[src/design/cfgrb_params.svh]
// Offsets, field positions, masks and frame counts of the configuration register bank.
`ifndef CFGRB_PARAMS_SVH
`define CFGRB_PARAMS_SVH
`define CFGRB_ADDR_AMP1 7'h01
`define CFGRB_ADDR_AMP2 7'h02
`define CFGRB_ADDR_MOD 7'h03
`define CFGRB_ADDR_PWR 7'h04
`define CFGRB_RESET_VAL 8'h00
`define CFGRB_MASK_AMP1 8'hFF
`define CFGRB_MASK_AMP2 8'hF7
`define CFGRB_MASK_MOD 8'hF0
`define CFGRB_MASK_PWR 8'hBF
`define CFGRB_AMP_SLEEP_BIT 7
`define CFGRB_AMP_PRECISE_BIT 6
`define CFGRB_SEL_HI 5
`define CFGRB_SEL_LO 4
`define CFGRB_GUARD_OFF_BIT 3
`define CFGRB_SCALE_HI 2
`define CFGRB_SCALE_LO 0
`define CFGRB_SCALE_RESERVED 3'h7
`define CFGRB_SEL_TERM 2'h0
`define CFGRB_MOD_SHIFT_OFF_BIT 7
`define CFGRB_MOD_PRECISE_BIT 6
`define CFGRB_MOD2_SLEEP_BIT 5
`define CFGRB_MOD1_SLEEP_BIT 4
`define CFGRB_PWR_MOD_BIAS_BIT 7
`define CFGRB_PWR_I1_HI 5
`define CFGRB_PWR_I1_LO 4
`define CFGRB_PWR_COARSE_BIT 3
`define CFGRB_PWR_TAIL_BIT 2
`define CFGRB_PWR_I5_HI 1
`define CFGRB_PWR_I5_LO 0
`define CFGRB_CMD_READ_BIT 7
`define CFGRB_FRAME_CMD_LAST 4'h7
`define CFGRB_FRAME_FIRST_DATA 4'h8
`define CFGRB_FRAME_LAST 4'hF
`endif

[src/design/cfgrb_pkg.sv]
// Types shared by the configuration register bank modules.
package cfgrb_pkg;
    typedef logic [7:0] cfgrb_byte_t;
    typedef logic [6:0] cfgrb_addr_t;
    typedef enum logic [1:0] {
        CFGRB_PH_CMD,
        CFGRB_PH_DATA,
        CFGRB_PH_DONE
    } cfgrb_phase_t;
endpackage

[src/design/cfgrb_pin_sync.sv]
// Three-stage synchroniser for the serial port pins with agreement filter.
`timescale 1ns/100ps
module cfgrb_pin_sync import cfgrb_pkg::*; #(
    parameter logic [2:0] RESET_LEVEL = 3'h0
) (
    // Clock and reset
    input wire logic mclk_i,
    input wire logic rst_i,
    // Pins and clean levels
    input wire logic [2:0] pin_i,
    output logic [2:0] level_o
);
    genvar g;
    generate
        for (g = 0; g < 3; g = g + 1) begin : g_bit
            logic s1_r;
            logic s2_r;
            logic s3_r;
            logic lvl_r;
            always_ff @(posedge mclk_i or posedge rst_i) begin
                if (rst_i) begin
                    s1_r <= RESET_LEVEL[g];
                    s2_r <= RESET_LEVEL[g];
                    s3_r <= RESET_LEVEL[g];
                    lvl_r <= RESET_LEVEL[g];
                end else begin
                    s1_r <= pin_i[g];
                    s2_r <= s1_r;
                    s3_r <= s2_r;
                    // A change counts only once the second and third stages agree.
                    if (s2_r == s3_r) begin
                        lvl_r <= s3_r;
                    end
                end
            end
            assign level_o[g] = lvl_r;
        end
    endgenerate
endmodule

[src/design/cfgrb_spi_frame.sv]
// Serial frame engine: command byte then one data byte, mode 0, MSB first.
`timescale 1ns/100ps
`include "cfgrb_params.svh"
module cfgrb_spi_frame import cfgrb_pkg::*; (
    // Clock and reset
    input wire logic mclk_i,
    input wire logic rst_i,
    // Synchronised pin levels
    input wire logic cs_n_i,
    input wire logic sclk_i,
    input wire logic sdi_i,
    // Register side
    input wire cfgrb_byte_t rd_data_i,
    output cfgrb_addr_t addr_o,
    output logic wr_stb_o,
    output cfgrb_byte_t wr_data_o,
    // Serial output
    output logic sdo_o,
    output logic sdo_oe_o
);
    logic sclk_d_r;
    logic [3:0] cnt_r;
    cfgrb_phase_t phase_r;
    cfgrb_byte_t shift_r;
    cfgrb_byte_t tx_r;
    logic is_read_r;
    logic rise;
    logic fall;

    assign rise = sclk_i & ~sclk_d_r;
    assign fall = ~sclk_i & sclk_d_r;

    always_ff @(posedge mclk_i or posedge rst_i) begin
        if (rst_i) begin
            sclk_d_r <= 1'b0;
        end else begin
            sclk_d_r <= sclk_i;
        end
    end

    always_ff @(posedge mclk_i or posedge rst_i) begin
        if (rst_i) begin
            cnt_r <= 4'h0;
            phase_r <= CFGRB_PH_CMD;
            shift_r <= 8'h00;
            is_read_r <= 1'b0;
            addr_o <= 7'h00;
        end else if (cs_n_i) begin
            cnt_r <= 4'h0;
            phase_r <= CFGRB_PH_CMD;
        end else if (rise) begin
            shift_r <= {shift_r[6:0], sdi_i};
            case (phase_r)
                CFGRB_PH_CMD: begin
                    cnt_r <= cnt_r + 4'h1;
                    if (cnt_r == `CFGRB_FRAME_CMD_LAST) begin
                        is_read_r <= shift_r[`CFGRB_CMD_READ_BIT - 1];
                        addr_o <= {shift_r[5:0], sdi_i};
                        phase_r <= CFGRB_PH_DATA;
                    end
                end
                CFGRB_PH_DATA: begin
                    cnt_r <= cnt_r + 4'h1;
                    if (cnt_r == `CFGRB_FRAME_LAST) begin
                        phase_r <= CFGRB_PH_DONE;
                    end
                end
                default: begin
                    cnt_r <= cnt_r;
                end
            endcase
        end
    end

    // Bits beyond the sixteenth are ignored, so a long frame writes only once.
    always_ff @(posedge mclk_i or posedge rst_i) begin
        if (rst_i) begin
            wr_stb_o <= 1'b0;
            wr_data_o <= 8'h00;
        end else begin
            wr_stb_o <= ~cs_n_i & rise & (phase_r == CFGRB_PH_DATA) & (cnt_r == `CFGRB_FRAME_LAST) & ~is_read_r;
            if (~cs_n_i & rise & (phase_r == CFGRB_PH_DATA) & (cnt_r == `CFGRB_FRAME_LAST)) begin
                wr_data_o <= {shift_r[6:0], sdi_i};
            end
        end
    end

    always_ff @(posedge mclk_i or posedge rst_i) begin
        if (rst_i) begin
            sdo_o <= 1'b0;
            sdo_oe_o <= 1'b0;
            tx_r <= 8'h00;
        end else if (cs_n_i) begin
            sdo_o <= 1'b0;
            sdo_oe_o <= 1'b0;
        end else begin
            sdo_oe_o <= 1'b1;
            if (fall & (phase_r == CFGRB_PH_DATA) & is_read_r) begin
                if (cnt_r == `CFGRB_FRAME_FIRST_DATA) begin
                    sdo_o <= rd_data_i[7];
                    tx_r <= rd_data_i;
                end else begin
                    sdo_o <= tx_r[~cnt_r[2:0]];
                end
            end
        end
    end
endmodule

[src/design/cfgrb_top.sv]
// Configuration register bank for the dual amplifier and modulator front end.
// Notes on behaviour
// - Amplifier one power down bit 7: one sleeps, zero runs.
// - Amplifier one bit 6 enables high precision mode.
// - Amplifier one bits 5:4 pick both inputs, A, B or termination.
// - Amplifier one bit 3 is guard off: zero enables guard drive.
// - Amplifier one bits 2:0 give gain 1x to 64x; 111 reserved.
// - Amplifier two bit 7 power down, bit 6 high precision.
// - Amplifier two bits 5:4 pick its input like channel one.
// - Amplifier two gain in bits 2:0; bit 3 reserved.
// - Modulator bit 7 disables input offset when one, enables when zero.
// - Modulator bit 6 enables high precision for both modulators.
// - Modulator bit 5 powers down modulator two.
// - Modulator bit 4 powers down modulator one; bits 3:0 reserved.
// - Every register resets to 0x00.
// - Undefined bits and addresses read back as zero.
// - Power bit 7 reduces modulator bias; bit 6 reserved.
// - Power bits 5:4 scale amplifier first bias current.
// - Power bit 3 reduces modulator coarse phase current.
// - Power bit 2 reduces amplifier first tail current.
// - Power bits 1:0 scale amplifier fifth bias current.
`timescale 1ns/100ps
`include "cfgrb_params.svh"
module cfgrb_top import cfgrb_pkg::*; (
    // Clock and reset
    input wire logic mclk_i,
    input wire logic rst_i,

    // Serial port
    input wire logic spi_cs_n_i,
    input wire logic spi_sclk_i,
    input wire logic spi_sdi_i,
    output logic spi_sdo_o,
    output logic spi_sdo_oe_o,

    // Channel one amplifier
    output logic chan_one_amp_sleep_o,
    output logic chan_one_amp_precise_o,
    output logic [1:0] chan_one_input_select_o,
    output logic chan_one_input_a_o,
    output logic chan_one_input_b_o,
    output logic chan_one_termination_o,
    output logic chan_one_guard_en_o,
    output logic [2:0] chan_one_amp_scale_o,
    output logic chan_one_scale_reserved_o,

    // Channel two amplifier
    output logic chan_two_sleep_o,
    output logic chan_two_amp_precise_o,
    output logic [1:0] chan_two_input_select_o,
    output logic chan_two_input_a_o,
    output logic chan_two_input_b_o,
    output logic chan_two_termination_o,
    output logic [2:0] chan_two_amp_scale_o,
    output logic chan_two_scale_reserved_o,

    // Modulators
    output logic modulator_shift_off_o,
    output logic modulator_shift_en_o,
    output logic modulator_precise_o,
    output logic chan_two_mod_sleep_o,
    output logic chan_one_sleep_o,

    // Bias trims
    output logic modulator_bias_reduce_o,
    output logic [1:0] first_bias_scale_o,
    output logic coarse_phase_reduce_o,
    output logic first_tail_reduce_o,
    output logic [1:0] fifth_bias_scale_o
);

    logic [2:0] pins_clean;
    cfgrb_addr_t addr;
    logic wr_stb;
    cfgrb_byte_t wr_data;
    cfgrb_byte_t rd_data;

    cfgrb_byte_t amp1_r;
    cfgrb_byte_t amp2_r;
    cfgrb_byte_t mod_r;
    cfgrb_byte_t pwr_r;

    cfgrb_byte_t amp1_nxt;
    cfgrb_byte_t amp2_nxt;
    cfgrb_byte_t mod_nxt;
    cfgrb_byte_t pwr_nxt;

    logic any_wr_r;

    // Chip select idles high, so its synchroniser resets to one.
    cfgrb_pin_sync #(
        .RESET_LEVEL(3'h4)
    ) u_sync (
        .mclk_i(mclk_i),
        .rst_i(rst_i),
        .pin_i({spi_cs_n_i, spi_sclk_i, spi_sdi_i}),
        .level_o(pins_clean)
    );

    // The serial clock is sampled, so it must stay well below a quarter of mclk.
    cfgrb_spi_frame u_frame (
        .mclk_i(mclk_i),
        .rst_i(rst_i),
        .cs_n_i(pins_clean[2]),
        .sclk_i(pins_clean[1]),
        .sdi_i(pins_clean[0]),
        .rd_data_i(rd_data),
        .addr_o(addr),
        .wr_stb_o(wr_stb),
        .wr_data_o(wr_data),
        .sdo_o(spi_sdo_o),
        .sdo_oe_o(spi_sdo_oe_o)
    );

    // Reserved bits are masked at write time so they can never read back as one.
    always_comb begin
        amp1_nxt = amp1_r;
        amp2_nxt = amp2_r;
        mod_nxt = mod_r;
        pwr_nxt = pwr_r;

        if (wr_stb) begin
            if (addr == `CFGRB_ADDR_AMP1) begin
                amp1_nxt = wr_data & `CFGRB_MASK_AMP1;
            end else if (addr == `CFGRB_ADDR_AMP2) begin
                amp2_nxt = wr_data & `CFGRB_MASK_AMP2;
            end else if (addr == `CFGRB_ADDR_MOD) begin
                mod_nxt = wr_data & `CFGRB_MASK_MOD;
            end else if (addr == `CFGRB_ADDR_PWR) begin
                pwr_nxt = wr_data & `CFGRB_MASK_PWR;
            end
        end
    end

    always_ff @(posedge mclk_i or posedge rst_i) begin
        if (rst_i) begin
            amp1_r <= `CFGRB_RESET_VAL;
            amp2_r <= `CFGRB_RESET_VAL;
            mod_r <= `CFGRB_RESET_VAL;
            pwr_r <= `CFGRB_RESET_VAL;
        end else begin
            amp1_r <= amp1_nxt;
            amp2_r <= amp2_nxt;
            mod_r <= mod_nxt;
            pwr_r <= pwr_nxt;
        end
    end

    // Unmapped addresses, the identity slot among them, read as zero.
    always_comb begin
        if (addr == `CFGRB_ADDR_AMP1) begin
            rd_data = amp1_r;
        end else if (addr == `CFGRB_ADDR_AMP2) begin
            rd_data = amp2_r;
        end else if (addr == `CFGRB_ADDR_MOD) begin
            rd_data = mod_r;
        end else if (addr == `CFGRB_ADDR_PWR) begin
            rd_data = pwr_r;
        end else begin
            rd_data = 8'h00;
        end
    end

    // Raw fields come straight from the register flops.
    assign chan_one_amp_sleep_o = amp1_r[`CFGRB_AMP_SLEEP_BIT];
    assign chan_one_amp_precise_o = amp1_r[`CFGRB_AMP_PRECISE_BIT];
    assign chan_one_input_select_o = amp1_r[`CFGRB_SEL_HI:`CFGRB_SEL_LO];
    assign chan_one_amp_scale_o = amp1_r[`CFGRB_SCALE_HI:`CFGRB_SCALE_LO];

    assign chan_two_sleep_o = amp2_r[`CFGRB_AMP_SLEEP_BIT];
    assign chan_two_amp_precise_o = amp2_r[`CFGRB_AMP_PRECISE_BIT];
    assign chan_two_input_select_o = amp2_r[`CFGRB_SEL_HI:`CFGRB_SEL_LO];
    assign chan_two_amp_scale_o = amp2_r[`CFGRB_SCALE_HI:`CFGRB_SCALE_LO];

    assign modulator_shift_off_o = mod_r[`CFGRB_MOD_SHIFT_OFF_BIT];
    assign modulator_precise_o = mod_r[`CFGRB_MOD_PRECISE_BIT];
    assign chan_two_mod_sleep_o = mod_r[`CFGRB_MOD2_SLEEP_BIT];
    assign chan_one_sleep_o = mod_r[`CFGRB_MOD1_SLEEP_BIT];

    assign modulator_bias_reduce_o = pwr_r[`CFGRB_PWR_MOD_BIAS_BIT];
    assign first_bias_scale_o = pwr_r[`CFGRB_PWR_I1_HI:`CFGRB_PWR_I1_LO];
    assign coarse_phase_reduce_o = pwr_r[`CFGRB_PWR_COARSE_BIT];
    assign first_tail_reduce_o = pwr_r[`CFGRB_PWR_TAIL_BIT];
    assign fifth_bias_scale_o = pwr_r[`CFGRB_PWR_I5_HI:`CFGRB_PWR_I5_LO];

    // Decoded lines are flopped from the next values, so they never lag the raw fields.
    always_ff @(posedge mclk_i or posedge rst_i) begin
        if (rst_i) begin
            chan_one_input_a_o <= 1'b0;
            chan_one_input_b_o <= 1'b0;
            chan_one_termination_o <= 1'b1;
            chan_one_guard_en_o <= 1'b1;
            chan_one_scale_reserved_o <= 1'b0;
            chan_two_input_a_o <= 1'b0;
            chan_two_input_b_o <= 1'b0;
            chan_two_termination_o <= 1'b1;
            chan_two_scale_reserved_o <= 1'b0;
            modulator_shift_en_o <= 1'b1;
        end else begin
            chan_one_input_a_o <= amp1_nxt[`CFGRB_SEL_HI];
            chan_one_input_b_o <= amp1_nxt[`CFGRB_SEL_LO];
            chan_one_termination_o <= amp1_nxt[`CFGRB_SEL_HI:`CFGRB_SEL_LO] == `CFGRB_SEL_TERM;
            chan_one_guard_en_o <= ~amp1_nxt[`CFGRB_GUARD_OFF_BIT];
            chan_one_scale_reserved_o <= amp1_nxt[`CFGRB_SCALE_HI:`CFGRB_SCALE_LO] == `CFGRB_SCALE_RESERVED;
            chan_two_input_a_o <= amp2_nxt[`CFGRB_SEL_HI];
            chan_two_input_b_o <= amp2_nxt[`CFGRB_SEL_LO];
            chan_two_termination_o <= amp2_nxt[`CFGRB_SEL_HI:`CFGRB_SEL_LO] == `CFGRB_SEL_TERM;
            chan_two_scale_reserved_o <= amp2_nxt[`CFGRB_SCALE_HI:`CFGRB_SCALE_LO] == `CFGRB_SCALE_RESERVED;
            modulator_shift_en_o <= ~mod_nxt[`CFGRB_MOD_SHIFT_OFF_BIT];
        end
    end

    // Helper for the checks below: has any write landed since reset.
    always_ff @(posedge mclk_i or posedge rst_i) begin
        if (rst_i) begin
            any_wr_r <= 1'b0;
        end else if (wr_stb) begin
            any_wr_r <= 1'b1;
        end
    end

    AST_RESET_ZERO: assert property (@(posedge mclk_i) disable iff (rst_i)
        !any_wr_r |-> (amp1_r == 8'h00 && amp2_r == 8'h00 && mod_r == 8'h00 && pwr_r == 8'h00))
        else $error("Register left its reset value without a write.");

    AST_AMP1_SLEEP: assert property (@(posedge mclk_i) disable iff (rst_i)
        (wr_stb && addr == `CFGRB_ADDR_AMP1) |=> chan_one_amp_sleep_o == $past(wr_data[7]))
        else $error("Amplifier one sleep does not follow the written bit.");

    AST_AMP1_PRECISE: assert property (@(posedge mclk_i) disable iff (rst_i)
        (wr_stb && addr == `CFGRB_ADDR_AMP1) |=> chan_one_amp_precise_o == $past(wr_data[6]))
        else $error("Amplifier one precision does not follow the written bit.");

    AST_AMP1_SELECT: assert property (@(posedge mclk_i) disable iff (rst_i)
        chan_one_termination_o == (chan_one_input_select_o == 2'h0)
        && chan_one_input_a_o == chan_one_input_select_o[1]
        && chan_one_input_b_o == chan_one_input_select_o[0])
        else $error("Channel one input decode disagrees with its select field.");

    AST_AMP1_GUARD: assert property (@(posedge mclk_i) disable iff (rst_i)
        (wr_stb && addr == `CFGRB_ADDR_AMP1) |=> chan_one_guard_en_o == !$past(wr_data[3]))
        else $error("Guard enable does not invert the written bit.");

    AST_AMP1_SCALE: assert property (@(posedge mclk_i) disable iff (rst_i)
        (wr_stb && addr == `CFGRB_ADDR_AMP1) |=> chan_one_amp_scale_o == $past(wr_data[2:0])
        && chan_one_scale_reserved_o == ($past(wr_data[2:0]) == 3'h7))
        else $error("Channel one gain field or reserved flag is wrong.");

    AST_AMP2_CTRL: assert property (@(posedge mclk_i) disable iff (rst_i)
        (wr_stb && addr == `CFGRB_ADDR_AMP2) |=> chan_two_sleep_o == $past(wr_data[7])
        && chan_two_amp_precise_o == $past(wr_data[6]))
        else $error("Amplifier two sleep or precision is wrong.");

    AST_AMP2_SELECT: assert property (@(posedge mclk_i) disable iff (rst_i)
        (wr_stb && addr == `CFGRB_ADDR_AMP2) |=> chan_two_input_select_o == $past(wr_data[5:4])
        && chan_two_termination_o == ($past(wr_data[5:4]) == 2'h0))
        else $error("Channel two input select is wrong.");

    AST_AMP2_RESERVED: assert property (@(posedge mclk_i) disable iff (rst_i)
        (wr_stb && addr == `CFGRB_ADDR_AMP2) |=> amp2_r[3] == 1'b0
        && chan_two_amp_scale_o == $past(wr_data[2:0]))
        else $error("Channel two reserved bit stored or gain wrong.");

    AST_MOD_OFFSET: assert property (@(posedge mclk_i) disable iff (rst_i)
        modulator_shift_en_o != modulator_shift_off_o)
        else $error("Offset enable is not the inverse of the offset-off bit.");

    AST_MOD_PRECISE: assert property (@(posedge mclk_i) disable iff (rst_i)
        (wr_stb && addr == `CFGRB_ADDR_MOD) |=> modulator_precise_o == $past(wr_data[6]))
        else $error("Modulator precision does not follow the written bit.");

    AST_MOD_SLEEP: assert property (@(posedge mclk_i) disable iff (rst_i)
        (wr_stb && addr == `CFGRB_ADDR_MOD) |=> chan_two_mod_sleep_o == $past(wr_data[5])
        && chan_one_sleep_o == $past(wr_data[4]) && mod_r[3:0] == 4'h0)
        else $error("Modulator power down bits are wrong.");

    AST_READ_UNMAPPED: assert property (@(posedge mclk_i) disable iff (rst_i)
        (addr == 7'h00 || addr > 7'h04) |-> rd_data == 8'h00)
        else $error("Unmapped address does not read zero.");

    AST_PWR_FIELDS: assert property (@(posedge mclk_i) disable iff (rst_i)
        (wr_stb && addr == `CFGRB_ADDR_PWR) |=> modulator_bias_reduce_o == $past(wr_data[7])
        && pwr_r[6] == 1'b0 && first_bias_scale_o == $past(wr_data[5:4]))
        else $error("Power register upper fields are wrong.");

    AST_PWR_LOW: assert property (@(posedge mclk_i) disable iff (rst_i)
        (wr_stb && addr == `CFGRB_ADDR_PWR) |=> coarse_phase_reduce_o == $past(wr_data[3])
        && first_tail_reduce_o == $past(wr_data[2]) && fifth_bias_scale_o == $past(wr_data[1:0]))
        else $error("Power register lower fields are wrong.");

    AST_HOLD: assert property (@(posedge mclk_i) disable iff (rst_i)
        !wr_stb |=> $stable(amp1_r) && $stable(amp2_r) && $stable(mod_r) && $stable(pwr_r))
        else $error("Register changed without a write.");

    AST_RESET_DECODE: assert property (@(posedge mclk_i) disable iff (rst_i)
        !any_wr_r
        |-> chan_one_termination_o
        && chan_two_termination_o
        && chan_one_guard_en_o
        && modulator_shift_en_o)
        else $error("Decoded lines not at rest before a write.");

    AST_AMP1_WR_SELECT: assert property (@(posedge mclk_i) disable iff (rst_i)
        (wr_stb && addr == `CFGRB_ADDR_AMP1)
        |=> chan_one_input_select_o == $past(wr_data[5:4])
        && chan_one_input_a_o == $past(wr_data[5])
        && chan_one_input_b_o == $past(wr_data[4]))
        else $error("Channel one input lines are wrong.");

    AST_AMP1_GUARD_LVL: assert property (@(posedge mclk_i) disable iff (rst_i)
        chan_one_guard_en_o == !amp1_r[`CFGRB_GUARD_OFF_BIT]
        && chan_one_scale_reserved_o == (chan_one_amp_scale_o == 3'h7))
        else $error("Channel one guard or gain flag is wrong.");

    AST_AMP2_DECODE: assert property (@(posedge mclk_i) disable iff (rst_i)
        chan_two_input_a_o == chan_two_input_select_o[1]
        && chan_two_input_b_o == chan_two_input_select_o[0]
        && chan_two_termination_o == (chan_two_input_select_o == 2'h0))
        else $error("Channel two input decode is wrong.");

    AST_AMP2_SCALE_FLAG: assert property (@(posedge mclk_i) disable iff (rst_i)
        chan_two_scale_reserved_o == (chan_two_amp_scale_o == 3'h7))
        else $error("Channel two gain flag is wrong.");

    AST_MOD_SHIFT_WR: assert property (@(posedge mclk_i) disable iff (rst_i)
        (wr_stb && addr == `CFGRB_ADDR_MOD)
        |=> modulator_shift_off_o == $past(wr_data[7])
        && modulator_shift_en_o == !$past(wr_data[7]))
        else $error("Offset lines are wrong.");

    AST_READBACK: assert property (@(posedge mclk_i) disable iff (rst_i)
        (wr_stb && addr == `CFGRB_ADDR_AMP1)
        |=> rd_data == $past(wr_data))
        else $error("Read data is not the byte written.");

    AST_UNMAPPED_WR: assert property (@(posedge mclk_i) disable iff (rst_i)
        (wr_stb && (addr == 7'h00 || addr > `CFGRB_ADDR_PWR))
        |=> $stable(amp1_r)
        && $stable(amp2_r)
        && $stable(mod_r)
        && $stable(pwr_r))
        else $error("Unmapped write changed a register.");

    AST_RESERVED_ZERO: assert property (@(posedge mclk_i) disable iff (rst_i)
        mod_r[3:0] == 4'h0
        && amp2_r[`CFGRB_GUARD_OFF_BIT] == 1'b0
        && pwr_r[6] == 1'b0)
        else $error("A reserved bit is held as one.");
endmodule

[config.mk]
export PLATFORM = sky130hd
export DESIGN_NAME = cfgrb_top
export DESIGN_NICKNAME = d
export VERILOG_FILES = /design/src/design/cfgrb_pkg.sv /design/src/design/cfgrb_pin_sync.sv /design/src/design/cfgrb_spi_frame.sv /design/src/design/cfgrb_top.sv
export VERILOG_INCLUDE_DIRS = /design/src /design/src/design
export SDC_FILE = /design/constraint.sdc
export NUM_CORES = 1
export LEC_CHECK = 0
export ABC_CLOCK_PERIOD_IN_PS = 5740
export BUFFER_PORTS_ARGS = -buffer_cell sky130_fd_sc_hd__buf_2
export CORE_MARGIN = 1
export CORE_UTILIZATION = 55
export DETAILED_ROUTE_END_ITERATION = 12
export PLACE_DENSITY = 0.76
export REMOVE_ABC_BUFFERS = 1
export SYNTH_ARGS = -nofsm -noshare
export SYNTH_HDL_FRONTEND = slang
export SYNTH_SLANG_ARGS = --single-unit
[constraint.sdc]
create_clock -name mclk_i -period 5.74 [get_ports mclk_i]
set_input_delay 0.861 -clock mclk_i [delete_from_list [all_inputs] [get_ports mclk_i]]
set_output_delay 0.861 -clock mclk_i [all_outputs]
set_load 0.02 [all_outputs]
==> metrics, run 1 <==
P_leak=slightly above 2 nW; clk sink count=between 80 and 90; Worst Path Class, Setup=flip-flop to flip-flop; most common cell in the netlist=dfrtp_1; core box area=~6300 um^2; multi-input logic area=around 1400 um^2; data required time of the worst path=between 5 and 6 ns; Ant. Diodes=0; layout cells sized above 1=a little over two fifths; Setup TNS Final=0 ns; PortBufs=just over 40; Yosys top cell by area=dfrtp_1; final core occ=between 60% and 70%; synth top area cells=dfrtp_1, mux2_2, dfstp_2, mux2_4, buf_4; worst-skew pair later-pin latency=0.35 ns; routed wire length=around 6900 um; DR WL/cell=18.1 um; Final Max Tran Viols=0; Max-Cap Viols=0; Slowest-stage cell, CP=nor3b_1; top-area cell type share of the netlist area=a little over half; number of synthesized flops with an enable pin=0; RSZ-0062 raised after global routing=false; status=finished, final reports clean; First DRT Iteration DRCs=133; Slew HR=between 20% and 30%; CTS tree=built; CTS HTree Levels=3; # resized after CTS=0; vias in the first global route=2183; Root Driver=clkbuf_8; Least-Margin Pin Slew=between 1 and 1.5 ns; synthesized instance count=around 260; Initial Util=57.3%; Detail Route Antenna Nets=0; Syn Std Cell Area=about 3600 um^2; cts hold-fix bufs=0; Fin. Hold Viols=0; Die Y-Extent=approximately 83 um; CP Capture Type=flip-flop; CTS Buf Count=9; Synth cell types=between 40 and 50; Syn-to-layout area delta=11.7%; pin count of the biggest net entering global routing=86; Setup Fix Bufs, Post-CTS=0; gpl congestion=~0.78; PwrDens=282 nW/um^2; max frequency=403 MHz; CP Cell Sequence=nor3b_1 -> nand3_1 -> mux2_2; Async SR Flop Fraction=between 90% and 100%; Seq cells post-synth=85; initial antenna violation count=0; top cells by count, synth=dfrtp_1, mux2_2, nor2_1, nand2_1; CP Max Fanout=12; HPWL Detailed=4650 um; routed via count=approximately 2.3k; sequential share of the synthesized area=between 50% and 60%; Setup crit start kind=flip-flop; Nets=305; Die W=between 80 and 90 um; final setup violating endpoints=0; top_reg_cell synth=dfrtp_1; first-pass GRT wire length=roughly 11000 um; synthesized area per cell=between 10 and 15 um^2; min Tclk post-route=around 2.5 ns; average vias per placed instance=just under 6; DRC violations left=0; CTS max path bufs=2; Ports=42; All-Layer GR Usage=between 20% and 30%; Slowest Stage Delay on Critical Path=0.93 ns; final clock skew=0.00938 ns; GRT Residual Overflow=0; First-pass DRT Iterations=4; IR drop worst, VDD=roughly 0.00021 V; Register Area=roughly 2100 um^2; Arr. time, crit path=roughly 2.7 ns; Clock Pin Slew Worst Setup and Hold Paths=around 0.08 ns; Min-Delay Path Class=flip-flop to flip-flop; die area=between 6000 and 7000 um^2; Fill cells=466; Tcrit/Tclk final=a little over two fifths; synth warn=0; row cnt=29
-- per-stage QoR --
stage          worst slack (ns)  cells  power (mW)  hold WS, ns  area [um^2]
3_3_place_gp               3.38    364       0.729        0.334         3860
4_1_cts                    3.21    380        1.15        0.356         4070
6_report                   3.26    380        1.14        0.353         4070
3_5_place_dp               3.25    364       0.735        0.337         3860
5_1_grt                    3.03    380        1.19        0.359         4070
2_1_floorplan              2.70    245       0.706        0.331         3550
-- worst paths after layout --
path / startpoint / endpoint / slack (ns) / cells past startpoint
max in group asynchronous: rst_i / u_frame.addr_o[0]$_DFFE_PP0P_ / 4.26 / 3
hold / removal: u_sync.g_bit[0].s1_r$_DFF_PP0_ / u_sync.g_bit[0].s2_r$_DFF_PP0_ / 0.35 / 0
setup reg to reg: u_sync.g_bit[2].lvl_r$_DFFE_PP1N_ / u_frame.wr_data_o[1]$_DFFE_PP0N_ / 3.26 / 3
setup / recovery: u_sync.g_bit[2].lvl_r$_DFFE_PP1N_ / u_frame.wr_data_o[1]$_DFFE_PP0N_ / 3.26 / 3
hold reg to reg: u_sync.g_bit[0].s1_r$_DFF_PP0_ / u_sync.g_bit[0].s2_r$_DFF_PP0_ / 0.35 / 0
min in group asynchronous: rst_i / u_frame.tx_r[7]$_DFFE_PP0P_ / 0.80 / 3
-- sequential cells by signal, indices dropped and copies added (netlist names), 2 cells and up --
signal	cells
amp1_r	8
amp2_r	7
mod_r	4
pwr_r	7
u_frame.addr_o	7
u_frame.cnt_r	4
u_frame.phase_r	2
u_frame.shift_r	7
u_frame.tx_r	8
u_frame.wr_data_o	8
u_sync.g_bit.lvl_r	3
u_sync.g_bit.s1_r	3
u_sync.g_bit.s2_r	3
u_sync.g_bit.s3_r	3
-- logic make-up after synthesis --
group / count (synthesis) / share of synthesized area (%)
buf+inv: 21 / 3.16
xor+xnor: 3 / 0.722
mux: 61 / 20.2
compound gates: 31 / 6.43
flops: 85 / 58.7
simple gates: 52 / 9.25
fa+ha+maj: 5 / 1.51
-- critical path, delay by kind of cell (launching register included) --
family,cells,cell delay (ns)
muxes,1,0.43
DFF,1,0.44
and+or+nand+nor,2,1.49
-- layout by cell type (no fill, tap or decap), types with 2 or more instances in the layout --
cell type / count
clkinv_4: 2
dfrtp_1: 77
xor2_1: 2
mux2_4: 8
nand4_1: 3
nand3_1: 7
mux2i_1: 4
nand2_1: 10
maj3_1: 3
o31ai_1: 4
ha_1: 2
nor2b_1: 5
a22oi_1: 6
a21oi_1: 2
buf_2: 41
o21ai_0: 5
inv_1: 7
clkbuf_8: 10
a2bb2oi_1: 5
mux2_2: 47
mux4_2: 2
clkinv_2: 2
nor2_1: 12
dfstp_2: 8
-- final cells by class --
| cell class | instances | share of cell area [%] |
|---|---|---|
| clock inverter | 5 | 1.48 |
| timing repair buffer | 42 | 5.23 |
| sequential | 85 | 52.6 |
| clock buffer | 11 | 3.48 |
| inverter | 8 | 0.769 |
| multi-input combinational | 152 | 34.1 |
| tap | 77 | 2.37 |
-- report_power, final --
group          internal (mW)  switching (mW)  leakage (nW)
registers              0.630          0.0378          1.13
clock network          0.214           0.208        0.0995
logic                 0.0281          0.0267         0.803
-- routing by layer --
layer | global-route usage, % | vias to the layer above | share of wire [%]
met5 | 0 | - | 0
met4 | 12.2 | 0 | 2.9
met2 | 31.0 | 64 | 46
met1 | 29.8 | 1153 | 47
met3 | 4.97 | 17 | 4.4
li1 | - | 1022 | -
No activity file was read; power rests on OpenSTA's default activity.
==> run 2: changes to the inputs <==
ABC_CLOCK_PERIOD_IN_PS = 2180   (was 5740)
CORE_UTILIZATION = 52   (was 55)
PLACE_DENSITY = 0.75   (was 0.76)
clock period = 2.18 ns   (was 5.74 ns; I/O delays follow)
==> metrics, run 2 (same netlist as run 1, synthesis figures left out) <==
status=finished, final reports clean; CTS Buf Count=9 (unchanged); r2r endpoint=amp1_r[7]$_DFFE_PP0P_; core box area=6790 um^2 (+7.0%); pin count of the biggest net entering global routing=35 (-59%); IR drop worst, VDD=0.000463 V (+120%); Placed Cells incl. Taps=392 (+7.7%); CP Max Fanout=11 (-1); PwrDens=753 nW/um^2 (+170%); All-Layer GR Usage=21.2% (-0.21 points); clk sink count=85 (unchanged); PortBufs=41 (unchanged); met2 WL=3390 um (+7.0%); Worst Path Class, Setup=flip-flop to flip-flop; Root Driver=clkbuf_8; vias in the first global route=2238 (+2.5%); Total Power=3.16 mW (+180%); routed wire length=7110 um (+3.3%); Setup Fix Bufs, Post-CTS=0 (unchanged); Tcrit/Tclk final=95.2% (+52 points); reg2reg path depth=4 (+1); Min-Delay Path Class=input pin to async pin; Die Y-Extent=85.7 um (+2.8%); Nets=314 (+3.0%); P_leak=2.09 nW (+3.0%); final clock skew=0.0111 ns (+0.00170 ns); Setup crit start kind=flip-flop; Detail Route Antenna Nets=0 (unchanged); RSZ-0062 raised after global routing=false; Ports=42 (unchanged); Least-Margin Pin Slew=0.761 ns (-0.369 ns); CTS max path bufs=2 (unchanged); layout cells sized above 1=44.9% (+1.3 points); initial antenna violation count=0 (unchanged); min Tclk post-route=2.08 ns (-0.407 ns); Fin. Hold Viols=0 (unchanged); DRC violations left=0 (unchanged); First DRT Iteration DRCs=149 (+12%); data required time of the worst path=2.42 ns (-3.55 ns); RR Startpoint=u_frame.addr_o[3]$_DFFE_PP0P_; Ant. Diodes=0 (unchanged); die area=7340 um^2 (+5.6%); row cnt=30 (+3.4%); Fill cells=509 (+9.2%); highest metal used=met4; worst-skew pair later-pin latency=0.36 ns (about the same); biggest regs=amp1_r x8, u_frame.tx_r x8, u_frame.wr_data_o x8; Final Max Tran Viols=0 (unchanged); First-pass DRT Iterations=4 (unchanged); # resized after CTS=0 (unchanged); Slew HR=48.8% (+24 points); CTS HTree Levels=3 (unchanged); GRT Residual Overflow=0 (unchanged); max frequency=482 MHz (+20%); first-pass GRT wire length=11400 um (+1.2%); Max-Cap Viols=0 (unchanged); final setup violating endpoints=0 (unchanged); most common cell after layout, fill and taps aside=dfrtp_1; Post-Place Worst Slack=0.115 ns (-3.14 ns); Syn-to-layout area delta=15.3%; HPWL Detailed=5060 um (+8.8%); internal reg-to-reg setup slack=0.10 ns (-3.15 ns); gpl congestion=0.833 (+6.6%); Die W=85.7 um (+2.8%); Metal-1 WL=3280 um (+2.0%); Final WS setup=0.104 ns (-3.15 ns); commonest non-fill, non-tap cells in the layout=dfrtp_1, mux2_2, buf_2; average vias per placed instance=5.53 (-6.8%); DR WL/cell=17.4 um (-3.8%); CP Capture Type=flip-flop; cts hold-fix bufs=0 (unchanged); routed via count=2257 (+0.044%); CTS tree=built; Final Non-Filler Cells=408 (+7.4%); Initial Util=53.6% (-3.7 points); Clock Pin Slew Worst Setup and Hold Paths=0.08 ns (about the same); met3 WL=206 um (-32%); Arr. time, crit path=2.32 ns (-0.40 ns)
[run 2: layout make-up]
class	count	area (um^2)	share of cell area, %
Sequential cell	85	2140	51.0
Multi-Input combinational cell	152	1390	33.1
Timing Repair Buffer	51	293	6.98
Clock buffer	13	159	3.79
Tap cell	96	120	2.86
Clock inverter	3	67.6	1.61
Inverter	8	31.3	0.746
[run 2: worst max-delay path by stage]
stage | start | endpoint | slack [ns] | cells past startpoint
after detailed placement | u_frame.addr_o[3]$_DFFE_PP0P_ | amp1_r[0]$_DFF_PP0_ | 0.11 | 4
after global placement | u_frame.addr_o[3]$_DFFE_PP0P_ | amp1_r[5]$_DFF_PP0_ | 0.16 | 4
after floorplan | rst_i | amp1_r[0]$_DFF_PP0_ | -0.33 | 1
after global routing | u_frame.addr_o[3]$_DFFE_PP0P_ | amp1_r[7]$_DFFE_PP0P_ | 0.02 | 4
final | u_frame.addr_o[3]$_DFFE_PP0P_ | amp1_r[7]$_DFFE_PP0P_ | 0.10 | 4
after CTS | u_frame.addr_o[3]$_DFFE_PP0P_ | amp1_r[0]$_DFF_PP0_ | 0.10 | 4
[run 2: per-layer routing]
| metal | GRT usage, % | vias to the layer above |
|---|---|---|
| met5 | 0 | - |
| met4 | 12.9 | 0 |
| met3 | 3.37 | 19 |
| met2 | 33.2 | 56 |
| met1 | 28.1 | 1142 |
| li1 | - | 1040 |
[run 2: power by group]
| part | internal, mW | leakage, nW | switching [mW] |
|---|---|---|---|
| Combinational | 0.0821 | 0.854 | 0.0700 |
| Clock | 0.709 | 0.110 | 0.550 |
| Sequential | 1.66 | 1.13 | 0.0878 |
[run 2: per-stage QoR]
| step | TNS, ns | utilization [%] | cell area, um^2 | hold WS, ns |
|---|---|---|---|---|
| 2_1_floorplan | -25.20 | - | 3550 | 0.331 |
| 3_3_place_gp | 0 | 58.4 | 3970 | 0.334 |
| 3_5_place_dp | 0 | 58.4 | 3970 | 0.335 |
| 4_1_cts | 0 | 61.7 | 4190 | 0.0275 |
| 5_1_grt | 0 | 61.7 | 4190 | 0.0536 |
| 6_report | 0 | 61.7 | 4190 | 0.00356 |
[run 2: critical path: stages (launching register included)]
cell	delay [ns]
dfrtp_1	0.39
or4_4	0.62
nor2_8	0.17
nand3_2	0.36
mux2_4	0.42
==> run 3: changes to the inputs <==
--- a/config.mk
+++ b/config.mk
@@ -14,2 +14,3 @@
 export PLACE_DENSITY = 0.75
+export RECOVER_POWER = 100
 export REMOVE_ABC_BUFFERS = 1
--- a/constraint.sdc
+++ b/constraint.sdc
@@ -3,2 +3,2 @@
 set_output_delay 0.327 -clock mclk_i [all_outputs]
-set_load 0.02 [all_outputs]
+set_load 0.01 [all_outputs]
==> metrics, run 3 (same netlist as run 1, synthesis figures left out) <==
failing checks=max-capacitance violations; cts hold-fix bufs=0 (unchanged); first-pass GRT wire length=11400 um (unchanged); Post-Place Worst Slack=0.115 ns (unchanged); PwrDens=776 nW/um^2 (+3.1%); max frequency=479 MHz (-0.47%); Slew HR=1.47% (-47 points); CTS HTree Levels=3 (unchanged); # resized after CTS=0 (unchanged); HPWL Detailed=5060 um (unchanged); die area=7340 um^2 (unchanged); Root Driver=clkbuf_8; Nets=314 (unchanged); Arr. time, crit path=2.34 ns (+0.02 ns); CP delay by family, top=simple AND/OR/NAND/NOR gates; row cnt=30 (unchanged); Min-Delay Path Class=input pin to flip-flop; final setup violating endpoints=0 (unchanged); Detail Route Antenna Nets=0 (unchanged); gpl congestion=0.833 (unchanged); Total Power=3.15 mW (-0.41%); CP Max Fanout=9 (-2); CP Capture Type=flip-flop; Slowest Stage Delay on Critical Path=0.60 ns (-0.02 ns); CTS max path bufs=2 (unchanged); commonest non-fill, non-tap cells in the layout=dfrtp_1, mux2_2, clkbuf_1; CTS tree=built; Max-Cap Viols=1 (+1); PortBufs=41 (unchanged); Die Y-Extent=85.7 um (unchanged); Worst Path Buf+Inv=0 (unchanged); DRC violations left=0 (unchanged); data required time of the worst path=2.43 ns (about the same); Clock Pin Slew Worst Setup and Hold Paths=0.08 ns (about the same); All-Layer GR Usage=21.2% (unchanged); average vias per placed instance=5.55 (+0.31%); pin count of the biggest net entering global routing=35 (unchanged); DR WL/cell=17.6 um (+0.77%); biggest regs=amp1_r x8, u_frame.tx_r x8, u_frame.wr_data_o x8; Final WS setup=0.0937 ns (-0.00988 ns); Syn-to-layout area delta=11.4%; Setup Fix Bufs, Post-CTS=0 (unchanged); worst-skew pair later-pin latency=0.36 ns (about the same); RSZ-0062 raised after global routing=false; First DRT Iteration DRCs=127 (-15%); vias in the first global route=2238 (unchanged); status=complete, but fails checks; CTS Buf Count=9 (unchanged); CP Cell Sequence=or4_4 -> nor2_4 -> nand4b_2 -> mux2_2; Least-Margin Pin Slew=1.47 ns (+0.709 ns); P_leak=1.87 nW (-10%); final clock skew=0.0116 ns (+0.000499 ns); initial antenna violation count=0 (unchanged); Ports=42 (unchanged); Worst Path Class, Setup=flip-flop to flip-flop; GRT Residual Overflow=0 (unchanged); min Tclk post-route=2.09 ns (+0.00988 ns); First-pass DRT Iterations=4 (unchanged); Tcrit/Tclk final=95.7% (+0.45 points); Ant. Diodes=0 (unchanged); routed via count=2264 (+0.31%); Fin. Hold Viols=0 (unchanged); Setup crit start kind=flip-flop; Final Max Tran Viols=0 (unchanged); routed wire length=7170 um (+0.77%); most common cell after layout, fill and taps aside=dfrtp_1; clk sink count=85 (unchanged); IR drop worst, VDD=0.000458 V (-1.1%); layout cells sized above 1=27.2% (-18 points); Initial Util=53.6% (unchanged); Die W=85.7 um (unchanged); Slowest-stage cell, CP=or4_4; smallest hold slack=0.0606 ns (+0.0570 ns); core box area=6790 um^2 (unchanged)
run 3: metal layers:
| layer | vias up | routed length, um | global-route usage, % |
|---|---|---|---|
| met5 | - | 0 | 0 |
| met1 | 1151 | 3280 | 28.1 |
| met3 | 21 | 235 | 3.37 |
| met2 | 60 | 3400 | 33.2 |
| li1 | 1032 | - | - |
| met4 | 0 | 251 | 12.9 |
run 3: layout make-up:
class                           instances  area, um^2
Clock buffer                           13         159
Clock inverter                          3        67.6
Fill cell                             559        2740
Inverter                                8        31.3
Multi-Input combinational cell        152        1330
Sequential cell                        85        2140
Tap cell                               96         120
Timing Repair Buffer                   51         213
run 3: report_power, final:
group          leakage [nW]  internal (mW)  switching, mW
combinational         0.641         0.0737         0.0680
sequential             1.12           1.66         0.0876
clock                 0.110          0.709          0.548
total                  1.87           2.44          0.704
run 3: metrics by stage:
stage          cells  TNS [ns]  utilization (%)  instance area [um^2]
2_1_floorplan    245    -25.20                -                  3550
3_3_place_gp     392         0             58.4                  3970
3_5_place_dp     392         0             58.4                  3970
4_1_cts          408         0             61.7                  4190
5_1_grt          408         0             59.7                  4050
6_report         408         0             59.7                  4050
run 3: path summary, 6_finish.rpt:
kind | slack [ns] | cells after the start | to | from
max | 0.09 | 4 | amp2_r[5]$_DFF_PP0_ | u_frame.addr_o[3]$_DFFE_PP0P_
min | 0.06 | 1 | u_sync.g_bit[2].s1_r$_DFF_PP1_ | spi_cs_n_i
max reg2reg | 0.09 | 4 | amp2_r[5]$_DFF_PP0_ | u_frame.addr_o[3]$_DFFE_PP0P_
min reg2reg | 0.35 | 0 | u_sync.g_bit[1].s2_r$_DFF_PP0_ | u_sync.g_bit[1].s1_r$_DFF_PP0_
max in group asynchronous | 0.61 | 3 | pwr_r[3]$_DFFE_PP0P_ | rst_i
min in group asynchronous | 0.29 | 2 | u_frame.sdo_oe_o$_DFF_PP0_ | rst_i
